--- config.mk ---
export PLATFORM = sky130hd
export DESIGN_NAME = sac_ctrl
export DESIGN_NICKNAME = d
export VERILOG_FILES = /design/src/sac_pkg.sv /design/src/sac_ctrl.sv
export VERILOG_INCLUDE_DIRS = /design/src
export SDC_FILE = /design/constraint.sdc
export NUM_CORES = 1
export LEC_CHECK = 0
export BUFFER_PORTS_ARGS = -buffer_cell sky130_fd_sc_hd__buf_2
export CAP_MARGIN = 25
export CORE_MARGIN = 3
export CORE_UTILIZATION = 30
export CTS_BUF_LIST = sky130_fd_sc_hd__clkbuf_16
export CTS_CLUSTER_DIAMETER = 80
export DETAILED_ROUTE_END_ITERATION = 8
export PLACE_DENSITY = 0.54
export SETUP_SLACK_MARGIN = 0.5
export SLEW_MARGIN = 20
export SYNTH_ARGS = -nofsm -noshare
export SYNTH_HDL_FRONTEND = slang
export SYNTH_SLANG_ARGS = --single-unit
--- constraint.sdc ---
create_clock -name i_clock -period 8.5 [get_ports i_clock]
set_input_delay 0.85 -clock i_clock [delete_from_list [all_inputs] [get_ports i_clock]]
set_output_delay 0.85 -clock i_clock [all_outputs]
set_load 0.01 [all_outputs]
--- src/sac_params.svh ---
/*
 * constants of the converter control block: register indices,
 * field positions, reset values and conversion timing counts.
 * assumes inclusion by the control module and its checker only.
 */
//
// Overview of operation
// - ladder on during conversion, or always
// - time code picks 39 to 1248 clocks
// - timing register bits 7:6 read undefined
// - low power resets timing, blocks writes
// - result split over high and low registers
// - high byte read clears done flag
// - busy set at start, cleared at end
// - low status bits 3:0 read meaningless
// - single mode start converts selected channel
// - store, done and interrupt together
// - start bit self clears after starting
// - continuous mode restarts after each result
// - mode 00 aborts, drops partial result
// - result stored after selected duration
// - new start clears done, keeps result
// - mode codes: off, single, reserved, continuous
// - channel codes 0 to 7 valid
// - low power suspends, resets, no restart
// - input disable bit gates analog inputs
`ifndef SAC_PARAMS_SVH
`define SAC_PARAMS_SVH

// -----------------------------
// register indices (byte = 4x)
// -----------------------------
`define SAC_IDX_MODE 6'h1c
`define SAC_IDX_TIME 6'h1d
`define SAC_IDX_LOW 6'h1e
`define SAC_IDX_HIGH 6'h1f

// -----------------------------
// field positions
// -----------------------------
`define SAC_MODE_START 7
`define SAC_MODE_OP_HI 6
`define SAC_MODE_OP_LO 5
`define SAC_MODE_AIN_OFF 4
`define SAC_TIME_LADDER 5
`define SAC_TIME_CODE_HI 3
`define SAC_TIME_CODE_LO 1

// -----------------------------
// reset values
// -----------------------------
`define SAC_MODE_RST 8'h10
`define SAC_TIME_RST 6'h00
`define SAC_RES_RST 10'h000

// -----------------------------
// mode codes
// -----------------------------
`define SAC_OP_OFF 2'h0
`define SAC_OP_SINGLE 2'h1
`define SAC_OP_CONT 2'h3

// -----------------------------
// timing: 39 << k clocks total
// -----------------------------
`define SAC_SAMPLE_BASE 11'h009
`define SAC_STEP_BASE 11'h003
`define SAC_TOP_BIT 4'h9

`endif

--- src/sac_pkg.sv ---
/*
 * types shared by the converter control block.
 * assumes nothing beyond the parameter header.
 */
package sac_pkg;

    // -----------------------------
    // sequencer states
    // -----------------------------
    typedef enum logic [1:0] {
        SAC_IDLE,
        SAC_SAMPLE,
        SAC_STEP
    } sac_state_t;

endpackage : sac_pkg

--- src/sac_ctrl.sv ---
/*
 * successive-approximation converter control: avalon-mm register
 * slave, conversion sequencer, result and flag registers.
 * assumes the comparator output is asynchronous to i_clock and
 * the low-power request comes from logic on i_clock.
 */
`timescale 1ns/1ns
`include "sac_params.svh"

module sac_ctrl (
    // clock and reset
    input wire logic i_clock,
    input wire logic i_rst,
    // avalon-mm slave
    input wire logic [7:0] i_avs_address,
    input wire logic i_avs_read,
    input wire logic i_avs_write,
    input wire logic [31:0] i_avs_writedata,
    input wire logic [3:0] i_avs_byteenable,
    output logic [31:0] o_avs_readdata,
    output logic o_avs_waitrequest,
    // power mode
    input wire logic i_low_power,
    // analog side
    input wire logic i_cmp_above,
    output logic [9:0] o_dac_code,
    output logic o_sample_hold,
    output logic o_ladder_on,
    output logic [3:0] o_channel,
    output logic o_ain_enable,
    // interrupt
    output logic o_conv_done_irq
);

    // -----------------------------
    // decode functions
    // -----------------------------
    function automatic logic [2:0] sac_shift(input logic [2:0] code);
        case (code)
            3'h0: sac_shift = 3'h0;
            3'h2: sac_shift = 3'h1;
            3'h3: sac_shift = 3'h2;
            3'h4: sac_shift = 3'h3;
            3'h5: sac_shift = 3'h4;
            default: sac_shift = 3'h5;
        endcase
    endfunction : sac_shift

    function automatic logic sac_is_op(
        input logic [1:0] op,
        input logic [1:0] code
    );
        sac_is_op = (op == code);
    endfunction : sac_is_op

    // -----------------------------
    // registers
    // -----------------------------
    logic wait_ff;
    logic [31:0] rdata_ff;
    logic [7:0] mode_ff;
    logic [5:0] time_ff;
    logic [9:0] res_ff;
    logic done_ff;
    logic busy_ff;
    logic rearm_ff;
    logic irq_ff;
    logic [1:0] cmp_sync_ff;
    sac_pkg::sac_state_t state_ff;
    logic [10:0] cnt_ff;
    logic [3:0] bit_ff;
    logic [9:0] sar_ff;
    logic [2:0] shift_ff;
    logic sh_ff;
    logic ladder_ff;

    // -----------------------------
    // bus decode
    // -----------------------------
    wire req = i_avs_read | i_avs_write;
    wire acc = req & ~wait_ff;
    wire [5:0] idx = i_avs_address[7:2];
    wire lane0 = i_avs_byteenable[0];
    wire [7:0] wbyte = i_avs_writedata[7:0];
    wire hit_mode = (idx == `SAC_IDX_MODE);
    wire hit_time = (idx == `SAC_IDX_TIME);
    wire hit_low = (idx == `SAC_IDX_LOW);
    wire hit_high = (idx == `SAC_IDX_HIGH);
    wire wr_ok = acc & i_avs_write & lane0 & ~i_low_power;
    wire wr_mode = wr_ok & hit_mode;
    wire wr_time = wr_ok & hit_time;
    wire rd_high = acc & i_avs_read & hit_high;

    // -----------------------------
    // control fields
    // -----------------------------
    wire [1:0] op = mode_ff[`SAC_MODE_OP_HI:`SAC_MODE_OP_LO];
    wire start_req = mode_ff[`SAC_MODE_START];
    wire [2:0] tcode = time_ff[`SAC_TIME_CODE_HI:`SAC_TIME_CODE_LO];
    wire ladder_keep = time_ff[`SAC_TIME_LADDER];
    wire op_off = sac_is_op(op, `SAC_OP_OFF);
    wire op_single = sac_is_op(op, `SAC_OP_SINGLE);
    wire op_cont = sac_is_op(op, `SAC_OP_CONT);

    // -----------------------------
    // conversion datapath
    // -----------------------------
    wire cmp_s = cmp_sync_ff[1];
    wire [9:0] bit_oh = 10'h001 << bit_ff;
    wire [9:0] sar_keep = cmp_s ? sar_ff : (sar_ff & ~bit_oh);
    wire [9:0] sar_next = sar_keep | (bit_oh >> 1);
    wire [2:0] new_shift = sac_shift(tcode);
    wire [10:0] sample_len = `SAC_SAMPLE_BASE << new_shift;
    wire [10:0] step_len = `SAC_STEP_BASE << shift_ff;
    wire idle = (state_ff == sac_pkg::SAC_IDLE);
    wire cnt_end = (cnt_ff == 11'h000);
    wire step_end = (state_ff == sac_pkg::SAC_STEP) & cnt_end;
    wire finish = step_end & (bit_ff == 4'h0);
    wire abort = busy_ff & (op_off | i_low_power);
    wire go_single = start_req & op_single;
    wire go_cont = (start_req | rearm_ff) & op_cont;
    wire begin_conv = idle & ~i_low_power & (go_single | go_cont);

    // -----------------------------
    // sequencer next state
    // -----------------------------
    sac_pkg::sac_state_t nxt_state;
    logic [10:0] nxt_cnt;
    logic [3:0] nxt_bit;
    logic [9:0] nxt_sar;

    always_comb begin
        nxt_state = state_ff;
        nxt_cnt = cnt_ff;
        nxt_bit = bit_ff;
        nxt_sar = sar_ff;
        case (state_ff)
            sac_pkg::SAC_IDLE: begin
                if (begin_conv) begin
                    nxt_state = sac_pkg::SAC_SAMPLE;
                    nxt_cnt = sample_len - 11'h001;
                    nxt_sar = 10'h000;
                end
            end
            sac_pkg::SAC_SAMPLE: begin
                if (cnt_end) begin
                    nxt_state = sac_pkg::SAC_STEP;
                    nxt_cnt = step_len - 11'h001;
                    nxt_bit = `SAC_TOP_BIT;
                    nxt_sar = 10'h200;
                end else begin
                    nxt_cnt = cnt_ff - 11'h001;
                end
            end
            sac_pkg::SAC_STEP: begin
                if (finish) begin
                    nxt_state = sac_pkg::SAC_IDLE;
                    nxt_sar = sar_keep;
                end else if (cnt_end) begin
                    nxt_cnt = step_len - 11'h001;
                    nxt_bit = bit_ff - 4'h1;
                    nxt_sar = sar_next;
                end else begin
                    nxt_cnt = cnt_ff - 11'h001;
                end
            end
            default: begin
                nxt_state = sac_pkg::SAC_IDLE;
            end
        endcase
        if (abort) begin
            nxt_state = sac_pkg::SAC_IDLE;
            nxt_sar = 10'h000;
        end
    end

    // -----------------------------
    // register next values
    // -----------------------------
    logic [7:0] nxt_mode;
    logic [5:0] nxt_time;
    logic [9:0] nxt_res;
    logic nxt_done;
    logic nxt_busy;
    logic nxt_rearm;

    always_comb begin
        nxt_mode = mode_ff;
        if (wr_mode) begin
            nxt_mode = wbyte;
        end else if (begin_conv) begin
            nxt_mode[`SAC_MODE_START] = 1'b0;
        end
        if (i_low_power) begin
            nxt_mode = `SAC_MODE_RST;
        end
    end

    always_comb begin
        nxt_time = time_ff;
        if (wr_time) begin
            nxt_time = wbyte[5:0];
        end
        if (i_low_power) begin
            nxt_time = `SAC_TIME_RST;
        end
    end

    always_comb begin
        nxt_res = res_ff;
        nxt_done = done_ff;
        if (rd_high | begin_conv) begin
            nxt_done = 1'b0;
        end
        if (finish & ~abort) begin
            nxt_res = sar_keep;
            nxt_done = 1'b1;
        end
        if (i_low_power) begin
            nxt_res = `SAC_RES_RST;
            nxt_done = 1'b0;
        end
    end

    always_comb begin
        nxt_busy = busy_ff;
        nxt_rearm = rearm_ff;
        if (begin_conv) begin
            nxt_busy = 1'b1;
            nxt_rearm = 1'b0;
        end else if (finish) begin
            nxt_busy = 1'b0;
            nxt_rearm = op_cont;
        end
        if (abort | op_off | i_low_power) begin
            nxt_busy = 1'b0;
            nxt_rearm = 1'b0;
        end
    end

    // -----------------------------
    // read data
    // -----------------------------
    // undefined bits read zero
    wire [7:0] rd_time = {2'b00, time_ff};
    wire [7:0] rd_low = {res_ff[1:0], done_ff, busy_ff, 4'h0};
    wire [7:0] rd_high_b = res_ff[9:2];
    wire [7:0] rd_byte = hit_mode ? mode_ff :
                         hit_time ? rd_time :
                         hit_low ? rd_low :
                         hit_high ? rd_high_b : 8'h00;

    // -----------------------------
    // output next values
    // -----------------------------
    // ladder connection
    wire nxt_ladder = ladder_keep | nxt_busy;
    wire nxt_sh = (nxt_state == sac_pkg::SAC_SAMPLE);
    wire nxt_irq = finish & ~abort;
    wire nxt_wait = ~(req & wait_ff);

    // -----------------------------
    // flip-flops
    // -----------------------------
    always_ff @(posedge i_clock) begin
        if (i_rst) begin
            wait_ff <= 1'b1;
            rdata_ff <= 32'h0000_0000;
        end else begin
            wait_ff <= nxt_wait;
            rdata_ff <= {24'h00_0000, rd_byte};
        end
    end

    always_ff @(posedge i_clock) begin
        if (i_rst) begin
            mode_ff <= `SAC_MODE_RST;
            time_ff <= `SAC_TIME_RST;
            res_ff <= `SAC_RES_RST;
            done_ff <= 1'b0;
            busy_ff <= 1'b0;
            rearm_ff <= 1'b0;
        end else begin
            mode_ff <= nxt_mode;
            time_ff <= nxt_time;
            res_ff <= nxt_res;
            done_ff <= nxt_done;
            busy_ff <= nxt_busy;
            rearm_ff <= nxt_rearm;
        end
    end

    always_ff @(posedge i_clock) begin
        if (i_rst) begin
            state_ff <= sac_pkg::SAC_IDLE;
            cnt_ff <= 11'h000;
            bit_ff <= 4'h0;
            sar_ff <= 10'h000;
        end else begin
            state_ff <= nxt_state;
            cnt_ff <= nxt_cnt;
            bit_ff <= nxt_bit;
            sar_ff <= nxt_sar;
        end
    end

    always_ff @(posedge i_clock) begin
        if (i_rst) begin
            shift_ff <= 3'h0;
        end else if (begin_conv) begin
            shift_ff <= new_shift;
        end
    end

    always_ff @(posedge i_clock) begin
        if (i_rst) begin
            cmp_sync_ff <= 2'b00;
        end else begin
            cmp_sync_ff <= {cmp_sync_ff[0], i_cmp_above};
        end
    end

    always_ff @(posedge i_clock) begin
        if (i_rst) begin
            irq_ff <= 1'b0;
            sh_ff <= 1'b0;
            ladder_ff <= 1'b0;
        end else begin
            irq_ff <= nxt_irq;
            sh_ff <= nxt_sh;
            ladder_ff <= nxt_ladder;
        end
    end

    // -----------------------------
    // outputs
    // -----------------------------
    assign o_avs_waitrequest = wait_ff;
    assign o_avs_readdata = rdata_ff;
    assign o_dac_code = sar_ff;
    assign o_sample_hold = sh_ff;
    assign o_ladder_on = ladder_ff;
    assign o_channel = mode_ff[3:0];
    assign o_ain_enable = ~mode_ff[`SAC_MODE_AIN_OFF];
    assign o_conv_done_irq = irq_ff;

endmodule : sac_ctrl

==> results.yml, run 1 <==
layout:
  filler_cell_count: 1388
  fin_cells: 705
  finish.net_count: 596
  diodes: 0
  areaGrowthSynthToFinish_pct: 11.6
  post_route_cell_area_um2: 4570
  finalCoreUtilization_pct: 34.4
  post_route_cells_drive_above_1_share_pct: 14.4
placed_design:
  detailed_place_hpwl_um: 7530
  place.port_buffers: 47
  placement.setup.worst_slack_ns: 5.22
  post-place-cells: 692
  finalWeightedCongestion: 0.896
  placement.cell_area_um2: 4330
timing:
  finalSetupTns_ns: 0
  timing.clock.skew_ns: 0.00807
  worst_slack_setup_final_ns: 5.19
  fmaxAchievable_ghz: 0.302
  fin_crit_ns: 3.31
  maxSlewHeadroom_pct: 33.2
  rsz0062_at_grt: "no"
  hold-worst-slack_ns: 0.433
  report.final.slew_viol_count: 0
  final_cycle_share_pct: 38.9
  max_slew.worst_pin.slew_ns: 0.999
  hold_viol: 0
  setup_failing_eps_final: 0
clock_network:
  cts_repair_resize_count: 0
  htree_num_levels: 3
  cts.reportedPaths.clkPinSlew_ns: 0.05
  postCtsSetupRepairBufs: 0
  cts_root_buf: "sky130_fd_sc_hd__clkbuf_16"
  cts.sinks: 71
  cts_tree: "done"
  cts-hold-fix-buffers: 0
  tritoncts_buffers: 9
  clkLatencyLatePin_ns: 0.33
  cts_max_path_buffers: 2
synthesis:
  synth_edf_count: 0
  synth.cell_area_um2: 4100
  syn_area_per_cell_um2: 8.23
  postSynth.topFlopCell: "sky130_fd_sc_hd__dfxtp_1"
  synth.yosys.seq_area_share_pct: 34.7
  async_flop_share_pct: 0
  synthesis.instances: 498
  yosys_register_bits: 71
  synth_cell_types: 62
  yosys_warnings: 0
drt:
  routed-via-count: 3501
  detail_route.vias_per_cell: 4.97
  drt_first_iter_violations: 387
  remaining_drc_errors: 0
  dr.pass1.iters: 5
  routed_wl_um: 10100
  drt-wirelength-per-cell_um: 14.4
  antenna_violating_nets_post_route: 0
pwr:
  seq_power_share_pct: 49.3
  peakVddDrop_mv: 0.0805
  intPower_mw: 0.529
  comb_power_share_pct: 3.3
  power.share.switching_pct: 22.0
  total_switching_power_mw: 0.149
  post-layout-total-power_mw: 0.678
  static_leakage_power_nw: 1.75
  power.clock.fraction_pct: 47.4
  cellPowerDensity_nw_per_um2: 148
worst_setup_path:
  timing.critical_path.cells: "inv_1, ha_1, nor2b_1, nand4_1, nor2_1, a221oi_1, ha_1, o311ai_0, o21bai_1, nor2_1, o31a_1, a31oi_1"
  regToRegStartpoint: "state_ff[0]"
  slowest_stage: "sky130_fd_sc_hd__ha_1"
  critPathCaptureType: "flop"
  arr_time_crit_path_ns: 3.56
  regToRegEndpoint: "cnt_ff[8]"
  startpoint_to_endpoint_class_of_the_critical_path: "flop to flop"
  worst-r2r-cell-count: 12
  cp_data_required_time_ns: 8.75
  crit_path_launch_type: "flop"
  worst_path_largest_cell_delay_ns: 0.89
  worst-path-buf-inv: 1
  reg2reg_setup_slack_ns: 5.19
  cp_max_fo: 32
  critical_path.top_delay_family: "adder cells"
worst_hold_path:
  holdPathStages: 1
  timing.hold.worst.start: "cmp_sync_ff[0]"
  worstHoldPathType: "flop to flop"
  hold_crit_endpoint: "cmp_sync_ff[1]"
floorplan:
  die_x_um: 123
  initial_utilization_pct: 30.8
  die_h_um: 123
  ioPinCount: 101
  design.die.area_um2: 15100
  row_count: 42
  core_area_um2: 13300
grt:
  gr-total-overflow: 0
  globalRouteTotalUtil_pct: 13.5
  largest_net_degree_at_the_start_of_global_routing: 33
  wire_length_of_the_first_global_routing_pass_um: 16300
  first_global_vias: 3244
  initial_antenna_violation_count: 0
status:
  outcome: "finished clean"
run:
  cap_viol_max_count: 0
[power groups by stage]
stage | clock network, mW | logic (mW) | registers (mW)
2_1_floorplan | 0 | 0.0217 | 0.342
3_3_place_gp | 0 | 0.0223 | 0.341
3_5_place_dp | 0 | 0.0224 | 0.341
4_1_cts | 0.329 | 0.0225 | 0.334
5_1_grt | 0.346 | 0.0252 | 0.334
6_report | 0.322 | 0.0224 | 0.334
[area by class of cell]
class / count / area (um^2) / area share (%)
clock buffer: 9 / 225 / 4.92
clock inverter: 4 / 17.5 / 0.383
inverter: 17 / 63.8 / 1.39
multi-input combinational: 381 / 2390 / 52.3
sequential: 71 / 1420 / 31.1
tap: 176 / 220 / 4.81
timing repair buffer: 47 / 235 / 5.14
[routing by layer]
metal	global-route usage (%)	wire, um
met1	18.0	4810
met2	21.9	4640
met3	1.83	537
met4	5.60	153
met5	0	0
[worst reg2reg max path, cell delays in order (launching register included)]
cell	delay (ns)
sky130_fd_sc_hd__dfxtp_1	0.38
sky130_fd_sc_hd__inv_1	0.08
sky130_fd_sc_hd__ha_1	0.89
sky130_fd_sc_hd__nor2b_1	0.31
sky130_fd_sc_hd__nand4_1	0.19
sky130_fd_sc_hd__nor2_1	0.16
sky130_fd_sc_hd__a221oi_1	0.06
sky130_fd_sc_hd__ha_1	0.27
sky130_fd_sc_hd__o311ai_0	0.09
sky130_fd_sc_hd__o21bai_1	0.26
sky130_fd_sc_hd__nor2_1	0.16
sky130_fd_sc_hd__o31a_1	0.26
sky130_fd_sc_hd__a31oi_1	0.13
[worst max-delay path by stage]
stage	startpoint	to	slack (ns)	depth (start not counted)
after CTS	state_ff[1]	cnt_ff[8]	5.21	12
after global routing	state_ff[0]	cnt_ff[10]	4.83	12
after global placement	state_ff[0]	cnt_ff[10]	5.23	12
final	state_ff[0]	cnt_ff[8]	5.19	12
after detailed placement	state_ff[1]	cnt_ff[8]	5.22	12
after floorplan	state_ff[0]	cnt_ff[10]	5.61	13
[Yosys cell counts, types with 5 or more instances]
cell type	instances	area share [%]
sky130_fd_sc_hd__and2_1	6	0.92
sky130_fd_sc_hd__a31oi_1	8	1.2
sky130_fd_sc_hd__nand4_1	8	1.2
sky130_fd_sc_hd__nor2_1	58	5.3
sky130_fd_sc_hd__nand2_1	48	4.4
sky130_fd_sc_hd__a211oi_1	7	1.3
sky130_fd_sc_hd__clkbuf_1	14	1.3
sky130_fd_sc_hd__buf_2	8	0.98
sky130_fd_sc_hd__o21ai_0	10	1.2
sky130_fd_sc_hd__buf_4	28	5.1
sky130_fd_sc_hd__nor2b_1	13	2.0
sky130_fd_sc_hd__nand3b_1	5	0.92
sky130_fd_sc_hd__inv_1	16	1.5
sky130_fd_sc_hd__mux2_2	5	1.4
sky130_fd_sc_hd__mux2i_1	19	4.6
sky130_fd_sc_hd__ha_1	19	5.8
sky130_fd_sc_hd__nor3_1	13	1.6
sky130_fd_sc_hd__a22oi_1	8	1.5
sky130_fd_sc_hd__nand3_1	11	1.3
sky130_fd_sc_hd__a21oi_1	47	5.7
sky130_fd_sc_hd__dfxtp_1	71	35
[registers in the layout, summed over array words and instances, names as in the netlist]
register and flops:
busy_ff 1, rearm_ff 1, o_ladder_on 1, cnt_ff 11
o_conv_done_irq 1, shift_ff 3, o_avs_readdata 8, mode_ff 8
res_ff 10, bit_ff 4, o_sample_hold 1, done_ff 1
state_ff 2, time_ff 6, o_dac_code 10, o_avs_waitrequest 1
cmp_sync_ff 2
[kinds of logic after synthesis]
| kind of cell | count (synthesis) | share of synthesized area, % |
|---|---|---|
| DFF | 71 | 34.7 |
| buffers and inverters | 69 | 9.12 |
| other | 1 | 0.0915 |
| muxes | 27 | 7.38 |
| AOI/OAI and AO/OA | 112 | 17.6 |
| xor gates and xnor gates | 6 | 1.28 |
| and+or+nand+nor | 193 | 24.1 |
| adders and majority gates | 19 | 5.80 |
[cells in the final DEF, fill, tap and decap left out, types with 3 or more instances in the layout]
cell type,Yosys,routed
sky130_fd_sc_hd__a21boi_0,4,4
sky130_fd_sc_hd__conb_1,1,24
sky130_fd_sc_hd__nand2_1,48,48
sky130_fd_sc_hd__a21oi_1,47,47
sky130_fd_sc_hd__inv_1,16,17
sky130_fd_sc_hd__or3_1,4,4
sky130_fd_sc_hd__o211ai_1,3,3
sky130_fd_sc_hd__nand3b_1,5,5
sky130_fd_sc_hd__a31oi_1,8,8
sky130_fd_sc_hd__o31ai_1,3,3
sky130_fd_sc_hd__and3_1,3,3
sky130_fd_sc_hd__o21ai_0,10,10
sky130_fd_sc_hd__mux2i_1,19,19
sky130_fd_sc_hd__a22oi_1,8,8
sky130_fd_sc_hd__nand3_1,11,11
sky130_fd_sc_hd__clkbuf_16,0,9
sky130_fd_sc_hd__nor3_1,13,13
sky130_fd_sc_hd__nor2b_1,13,13
sky130_fd_sc_hd__nand4_1,8,8
sky130_fd_sc_hd__ha_1,19,19
sky130_fd_sc_hd__buf_2,8,47
sky130_fd_sc_hd__and2_1,6,6
sky130_fd_sc_hd__nand2b_1,4,4
sky130_fd_sc_hd__a221oi_1,3,3
sky130_fd_sc_hd__nor2_1,58,58
sky130_fd_sc_hd__a211oi_1,7,7
sky130_fd_sc_hd__xnor2_1,4,4
sky130_fd_sc_hd__mux2_2,5,5
sky130_fd_sc_hd__o21a_1,4,4
sky130_fd_sc_hd__dfxtp_1,71,71
Power figures use the tool's default switching activity.
==> inputs of run 2 (changes only) <==
ABC_AREA = 1   (was unset)
PLACE_DENSITY = 0.56   (was 0.54)
clock period = 3 ns   (was 8.5 ns; I/O delays follow)
==> run 2 against run 1 <==
  * Combinational power grew to 2.8 times the previous value
  * Critical endpoint is now cnt_ff[6]
  * Die area is 1.9% lower
  * Hold slack worse by 0.27 ns
  * Utilization is 2.9 points higher
  * Worst setup slack worse by 4.5 ns
  * Routed wire length is 3.6% higher
  * Final cell count is 16% higher
  * Sequential power grew to 2.8 times the previous value
  * Critical path type unchanged
  * Register-to-register slack worse by 4.5 ns
==> results.yml, run 2 <==
timing:
  fin_crit_ns: 2.32
  max_slew.worst_pin.slew_ns: 0.754
  timing.clock.skew_ns: 0.00833
  report.final.slew_viol_count: 0
  finalSetupTns_ns: 0
  final_cycle_share_pct: 77.5
  hold_viol: 0
  hold-worst-slack_ns: 0.161
  rsz0062_at_grt: "yes"
  fmaxAchievable_ghz: 0.430
  maxSlewHeadroom_pct: 49.3
  setup_failing_eps_final: 0
layout:
  largest_reg_flops: 11
  layout_commonest_cell: "sky130_fd_sc_hd__nand2_1"
  layout_common_cells: "sky130_fd_sc_hd__nand2_1 (110), sky130_fd_sc_hd__inv_1 (80), sky130_fd_sc_hd__nor2_1 (69)"
  post_route_cells_drive_above_1_share_pct: 16.9
  post_route_cell_area_um2: 4800
  area.sequential_um2: 1430
  areaGrowthSynthToFinish_pct: 19.6
  multi_input_comb_area_um2: 2140
  diodes: 0
  filler_cell_count: 1357
  fin_cells: 816
  finish.net_count: 708
  max_flop_register: "cnt_ff"
worst_setup_path:
  crit_path_launch_type: "flop"
  cp_data_required_time_ns: 3.27
  cp_max_fo: 6
  critPathCaptureType: "flop"
  startpoint_to_endpoint_class_of_the_critical_path: "flop to flop"
  worst-r2r-cell-count: 16
  arr_time_crit_path_ns: 2.59
grt:
  largest_net_degree_at_the_start_of_global_routing: 25
  wire_length_of_the_first_global_routing_pass_um: 17100
  globalRouteTotalUtil_pct: 14.4
  gr-total-overflow: 0
  first_global_vias: 3503
  initial_antenna_violation_count: 0
floorplan:
  row_count: 41
  design.die.area_um2: 14800
  ioPinCount: 101
  die_h_um: 122
  die_x_um: 122
  initial_utilization_pct: 31.2
  core_area_um2: 12900
status:
  outcome: "finished clean"
drt:
  remaining_drc_errors: 0
  dr.pass1.iters: 6
  antenna_violating_nets_post_route: 0
  routed_wl_um: 10500
  drt-wirelength-per-cell_um: 12.9
  drt_first_iter_violations: 247
  routed-via-count: 3790
  detail_route.vias_per_cell: 4.64
synthesis:
  post_synth_main_area_contributors: "sky130_fd_sc_hd__dfxtp_1 (35%), sky130_fd_sc_hd__nand2_1 (10%), sky130_fd_sc_hd__inv_1 (7.5%)"
  synth.top_cell.area_share_pct: 35.4
  synth_top_area_cell: "sky130_fd_sc_hd__dfxtp_1"
  synth.cell_area_um2: 4020
  yosys_warnings: 0
  synth.yosys.seq_area_share_pct: 35.4
  postSynth.topFlopCell: "sky130_fd_sc_hd__dfxtp_1"
  async_flop_share_pct: 0
  synth_edf_count: 0
  synth_commonest_cells: "sky130_fd_sc_hd__nand2_1 (111), sky130_fd_sc_hd__inv_1 (80), sky130_fd_sc_hd__dfxtp_1 (71), sky130_fd_sc_hd__nor2_1 (70)"
  synthMostInstantiatedCell: "sky130_fd_sc_hd__nand2_1"
  syn_area_per_cell_um2: 6.83
  yosys_register_bits: 71
  synthesis.instances: 588
  synth_cell_types: 38
clock_network:
  cts.sinks: 71
  htree_num_levels: 3
  cts_max_path_buffers: 2
  cts_root_buf: "sky130_fd_sc_hd__clkbuf_16"
  clkLatencyLatePin_ns: 0.34
  cts_tree: "done"
  cts.reportedPaths.clkPinSlew_ns: 0.06
  tritoncts_buffers: 9
placed_design:
  post-place-cells: 795
  finalWeightedCongestion: 0.854
  place.port_buffers: 47
  placement.cell_area_um2: 4340
  detailed_place_hpwl_um: 7990
worst_hold_path:
  worstHoldPathType: "primary input to flop"
  holdPathStages: 3
run:
  cap_viol_max_count: 0
pwr:
  peakVddDrop_mv: 0.280
  static_leakage_power_nw: 2.22
  cellPowerDensity_nw_per_um2: 473
run 2: cell count changes after synthesis, moves of 6 or more:
cell                      delta
sky130_fd_sc_hd__a22oi_1     -8
sky130_fd_sc_hd__and2_1      -6
sky130_fd_sc_hd__inv_1      +64
sky130_fd_sc_hd__inv_2       +8
sky130_fd_sc_hd__mux2i_1    -19
sky130_fd_sc_hd__nand2_1    +63
sky130_fd_sc_hd__nand3_1    +17
sky130_fd_sc_hd__nor2_1     +12
sky130_fd_sc_hd__nor2b_1    -13
sky130_fd_sc_hd__nor3_1      -8
sky130_fd_sc_hd__o21ai_0    +40
run 2: kinds of logic (layout without fill, tap and decap cells):
family	count (synthesis)	count (layout)	synth area share [%]
simple gates	237	237	25.9
buf+inv	130	163	14.9
compound gates	129	129	17.6
flops	71	71	35.4
fa+ha+maj	19	19	5.92
other cells	1	24	0.0933
xor+xnor	1	1	0.218
run 2: cell type report:
class	instances	share of cell area (%)
multi-input combinational	410	44.6
sequential	71	29.7
inverter	89	7.01
timing repair buffer	58	6.88
clock buffer	9	4.69
tap	172	4.48
clock inverter	7	2.63
run 2: final timing paths:
| check | startpoint | to | slack [ns] |
|---|---|---|---|
| max | time_ff[2] | cnt_ff[6] | 0.68 |
| min | i_cmp_above | cmp_sync_ff[0] | 0.16 |
| max reg2reg | time_ff[2] | cnt_ff[6] | 0.68 |
| min reg2reg | cmp_sync_ff[0] | cmp_sync_ff[1] | 0.42 |
run 2: stage by stage:
| step | power, mW | setup WS (ns) | utilization, % |
|---|---|---|---|
| 4_1_cts | 2.31 | 0.503 | 36.5 |
| 2_1_floorplan | 1.03 | 0.741 | - |
| 6_report | 2.27 | 0.675 | 37.3 |
| 5_1_grt | 2.35 | 0.425 | 37.3 |
| 3_3_place_gp | 1.03 | 0.403 | 33.7 |
| 3_5_place_dp | 1.03 | 0.322 | 33.7 |
run 2: metal layers:
layer / up-vias / part of all wire, % / track usage, %
met5: - / 0 / 0
met4: 0 / 0.99 / 3.78
met3: 11 / 4.3 / 3.34
met2: 86 / 47 / 23.1
met1: 1752 / 48 / 19.5
li1: 1941 / - / -
run 2: worst max-delay path, stage by stage (launching register included):
cell and delay (ns):
sky130_fd_sc_hd__dfxtp_2 0.37, sky130_fd_sc_hd__inv_1 0.10, sky130_fd_sc_hd__nand2_1 0.09, sky130_fd_sc_hd__inv_1 0.07, sky130_fd_sc_hd__o22ai_4 0.18, sky130_fd_sc_hd__inv_1 0.11
sky130_fd_sc_hd__ha_1 0.20, sky130_fd_sc_hd__inv_1 0.06, sky130_fd_sc_hd__nor2_1 0.05, sky130_fd_sc_hd__a21oi_2 0.15, sky130_fd_sc_hd__ha_2 0.21, sky130_fd_sc_hd__nand3_2 0.12
sky130_fd_sc_hd__nor2_4 0.19, sky130_fd_sc_hd__nand2_1 0.09, sky130_fd_sc_hd__o21ai_1 0.13, sky130_fd_sc_hd__nor2_1 0.05, sky130_fd_sc_hd__nor2_1 0.08
run 2: report_power, final:
| group | internal, mW | switching [mW] |
|---|---|---|
| sequential | 0.945 | 0.00232 |
| clock | 0.824 | 0.437 |
| combinational | 0.0165 | 0.0472 |
| total | 1.79 | 0.487 |
run 2: timing repair:
action                     4_1_cts  5_1_grt
setup buffers                    0        5
setup endpoints to repair        4       17
gates cloned                     0        0
pin swaps                        0        4
hold buffers                     0        0
gates resized for setup          3       14
==> inputs of run 3 (changes only) <==
ABC_AREA = 0   (was 1)
PLACE_DENSITY = 0.54   (was 0.56)
clock period = 2.4 ns   (was 3 ns; I/O delays follow)
==> run 3 against run 2 <==
  * The run now ends with negative setup slack left
  * Count of clock-buffer cells in the layout unchanged
  * Non-clock buffer count up 57
  * Via count up 2.7%
  * Die area up 1.9%
  * Combinational power up 35%
  * Final cell count down 4.8%
==> results.yml, run 3 (synthesized netlist as in run 1, its figures left out) <==
clock_network:
  cts_root_buf: "sky130_fd_sc_hd__clkbuf_16"
  htree_num_levels: 3
  tritoncts_buffers: 9
  cts_tree: "done"
  cts.reportedPaths.clkPinSlew_ns: 0.06
  cts.sinks: 71
  cts_max_path_buffers: 2
  cts-hold-fix-buffers: 0
  clkLatencyLatePin_ns: 0.33
timing:
  max_slew.worst_pin.slew_ns: 0.499
  timing.clock.skew_ns: 0.00933
  finalSetupTns_ns: -0.0102
  report.final.slew_viol_count: 0
  rsz0062_at_grt: "yes"
  fmaxAchievable_ghz: 0.415
  worst_slack_setup_final_ns: -0.0102
  final_cycle_share_pct: 100
  fin_crit_ns: 2.41
  hold-worst-slack_ns: 0.120
  hold_viol: 0
  maxSlewHeadroom_pct: 66.6
  setup_failing_eps_final: 1
floorplan:
  die_x_um: 123
  die_h_um: 123
  initial_utilization_pct: 30.8
  row_count: 42
  core_area_um2: 13300
  design.die.area_um2: 15100
  ioPinCount: 101
pwr:
  cellPowerDensity_nw_per_um2: 440
  peakVddDrop_mv: 0.327
  post-layout-total-power_mw: 2.58
  static_leakage_power_nw: 2.34
drt:
  dr.pass1.iters: 5
  antenna_violating_nets_post_route: 0
  drt_first_iter_violations: 310
  remaining_drc_errors: 0
  detail_route.vias_per_cell: 5.01
  routed_wl_um: 11800
  drt-wirelength-per-cell_um: 15.1
  routed-via-count: 3894
worst_setup_path:
  critPathCaptureType: "flop"
  crit_path_launch_type: "flop"
  cp_max_fo: 6
  arr_time_crit_path_ns: 2.69
  cp_data_required_time_ns: 2.68
  startpoint_to_endpoint_class_of_the_critical_path: "flop to flop"
layout:
  finish.net_count: 665
  largest_reg_flops: 11
  areaGrowthSynthToFinish_pct: 42.8
  layout_common_cells: "sky130_fd_sc_hd__dfxtp_1 (60), sky130_fd_sc_hd__buf_4 (53), sky130_fd_sc_hd__nor2_1 (52)"
  area.sequential_um2: 1450
  post_route_cell_area_um2: 5860
  max_flop_register: "cnt_ff"
  layout_commonest_cell: "sky130_fd_sc_hd__dfxtp_1"
  finalCoreUtilization_pct: 44.0
  diodes: 0
  multi_input_comb_area_um2: 2990
  post_route_cells_drive_above_1_share_pct: 40.1
  filler_cell_count: 1281
status:
  failed_checks: "negative setup slack"
  outcome: "complete, but fails checks"
worst_hold_path:
  worstHoldPathType: "primary input to flop"
run:
  cap_viol_max_count: 0
grt:
  gr-total-overflow: 0
  wire_length_of_the_first_global_routing_pass_um: 18300
  initial_antenna_violation_count: 0
  global_route.usage.met1_pct: 19.6
  top_usage_layer: "met2"
  met2_use_gr_pct: 25.5
  largest_net_degree_at_the_start_of_global_routing: 27
  globalRouteTotalUtil_pct: 15.4
  first_global_vias: 3696
  gr-usage-met3_pct: 3.57
placed_design:
  placement.cell_area_um2: 4760
  detailed_place_hpwl_um: 8120
  place.port_buffers: 47
  finalWeightedCongestion: 0.903
[run 3: cell count changes in the layout (fill, tap and decap cells not counted), moves of 8 or more]
cell,change
sky130_fd_sc_hd__nor2_1,-17
sky130_fd_sc_hd__nand2_1,-70
sky130_fd_sc_hd__nand3_1,-17
sky130_fd_sc_hd__nor2b_1,+11
sky130_fd_sc_hd__a21oi_1,-15
sky130_fd_sc_hd__a21oi_2,+12
sky130_fd_sc_hd__dfxtp_1,-8
sky130_fd_sc_hd__buf_4,+43
sky130_fd_sc_hd__mux2i_1,+18
sky130_fd_sc_hd__buf_6,+11
sky130_fd_sc_hd__inv_1,-68
sky130_fd_sc_hd__a22oi_1,+8
sky130_fd_sc_hd__o21ai_0,-44
[run 3: final timing paths]
check                            to  depth (start not counted)         startpoint  slack [ns]
setup / recovery          cnt_ff[9]                         11         time_ff[2]       -0.01
hold / removal       cmp_sync_ff[0]                          2        i_cmp_above        0.12
setup reg to reg          cnt_ff[9]                         11         time_ff[2]       -0.01
hold reg to reg   o_avs_waitrequest                          1  o_avs_waitrequest        0.44
[run 3: cell type report]
type | instances | area share, %
inverters | 17 | 1.22
repair buffers | 115 | 14.3
clock inverters | 7 | 1.13
well taps | 176 | 3.76
clock buffers | 9 | 3.85
multi-input cells | 382 | 51.0
flip-flops and latches | 71 | 24.8
[run 3: worst max-delay path, stage by stage, from the launching register on]
cell,delay (ns)
sky130_fd_sc_hd__dfxtp_4,0.37
sky130_fd_sc_hd__xor2_2,0.18
sky130_fd_sc_hd__a21oi_2,0.19
sky130_fd_sc_hd__inv_2,0.09
sky130_fd_sc_hd__ha_4,0.24
sky130_fd_sc_hd__nor4b_4,0.13
sky130_fd_sc_hd__o311ai_2,0.27
sky130_fd_sc_hd__nand2b_4,0.23
sky130_fd_sc_hd__nor4bb_4,0.05
sky130_fd_sc_hd__buf_4,0.14
sky130_fd_sc_hd__a2111o_1,0.39
sky130_fd_sc_hd__nand3_1,0.07
[run 3: per-stage QoR]
stage | cells | setup WS (ns)
after global placement | 734 | -0.0972
after global routing | 777 | -0.110
after CTS | 764 | 0.00354
after detailed placement | 734 | -0.185
after floorplan | 521 | 0.0716
final | 777 | -0.0102
[run 3: where the power goes]
part | internal, mW | leakage, nW | switching [mW]
Sequential | 1.17 | 0.580 | 0.00221
Clock | 0.797 | 0.146 | 0.517
Combinational | 0.0252 | 1.61 | 0.0605
Total | 2.00 | 2.34 | 0.580
[run 3: timing repair]
item | in CTS | in global routing
endpoints found under the hold margin | 0 | 0
setup endpoints to repair | 36 | 37
gates cloned | 1 | 1
setup buffers | 13 | 12
pin swaps | 28 | 38
resized for setup | 59 | 74
[run 3: routing by layer]
metal	part of all wire [%]	routed length (um)
met5	0	0
met4	1.7	203
met3	4.9	575
met2	49	5720
met1	45	5270
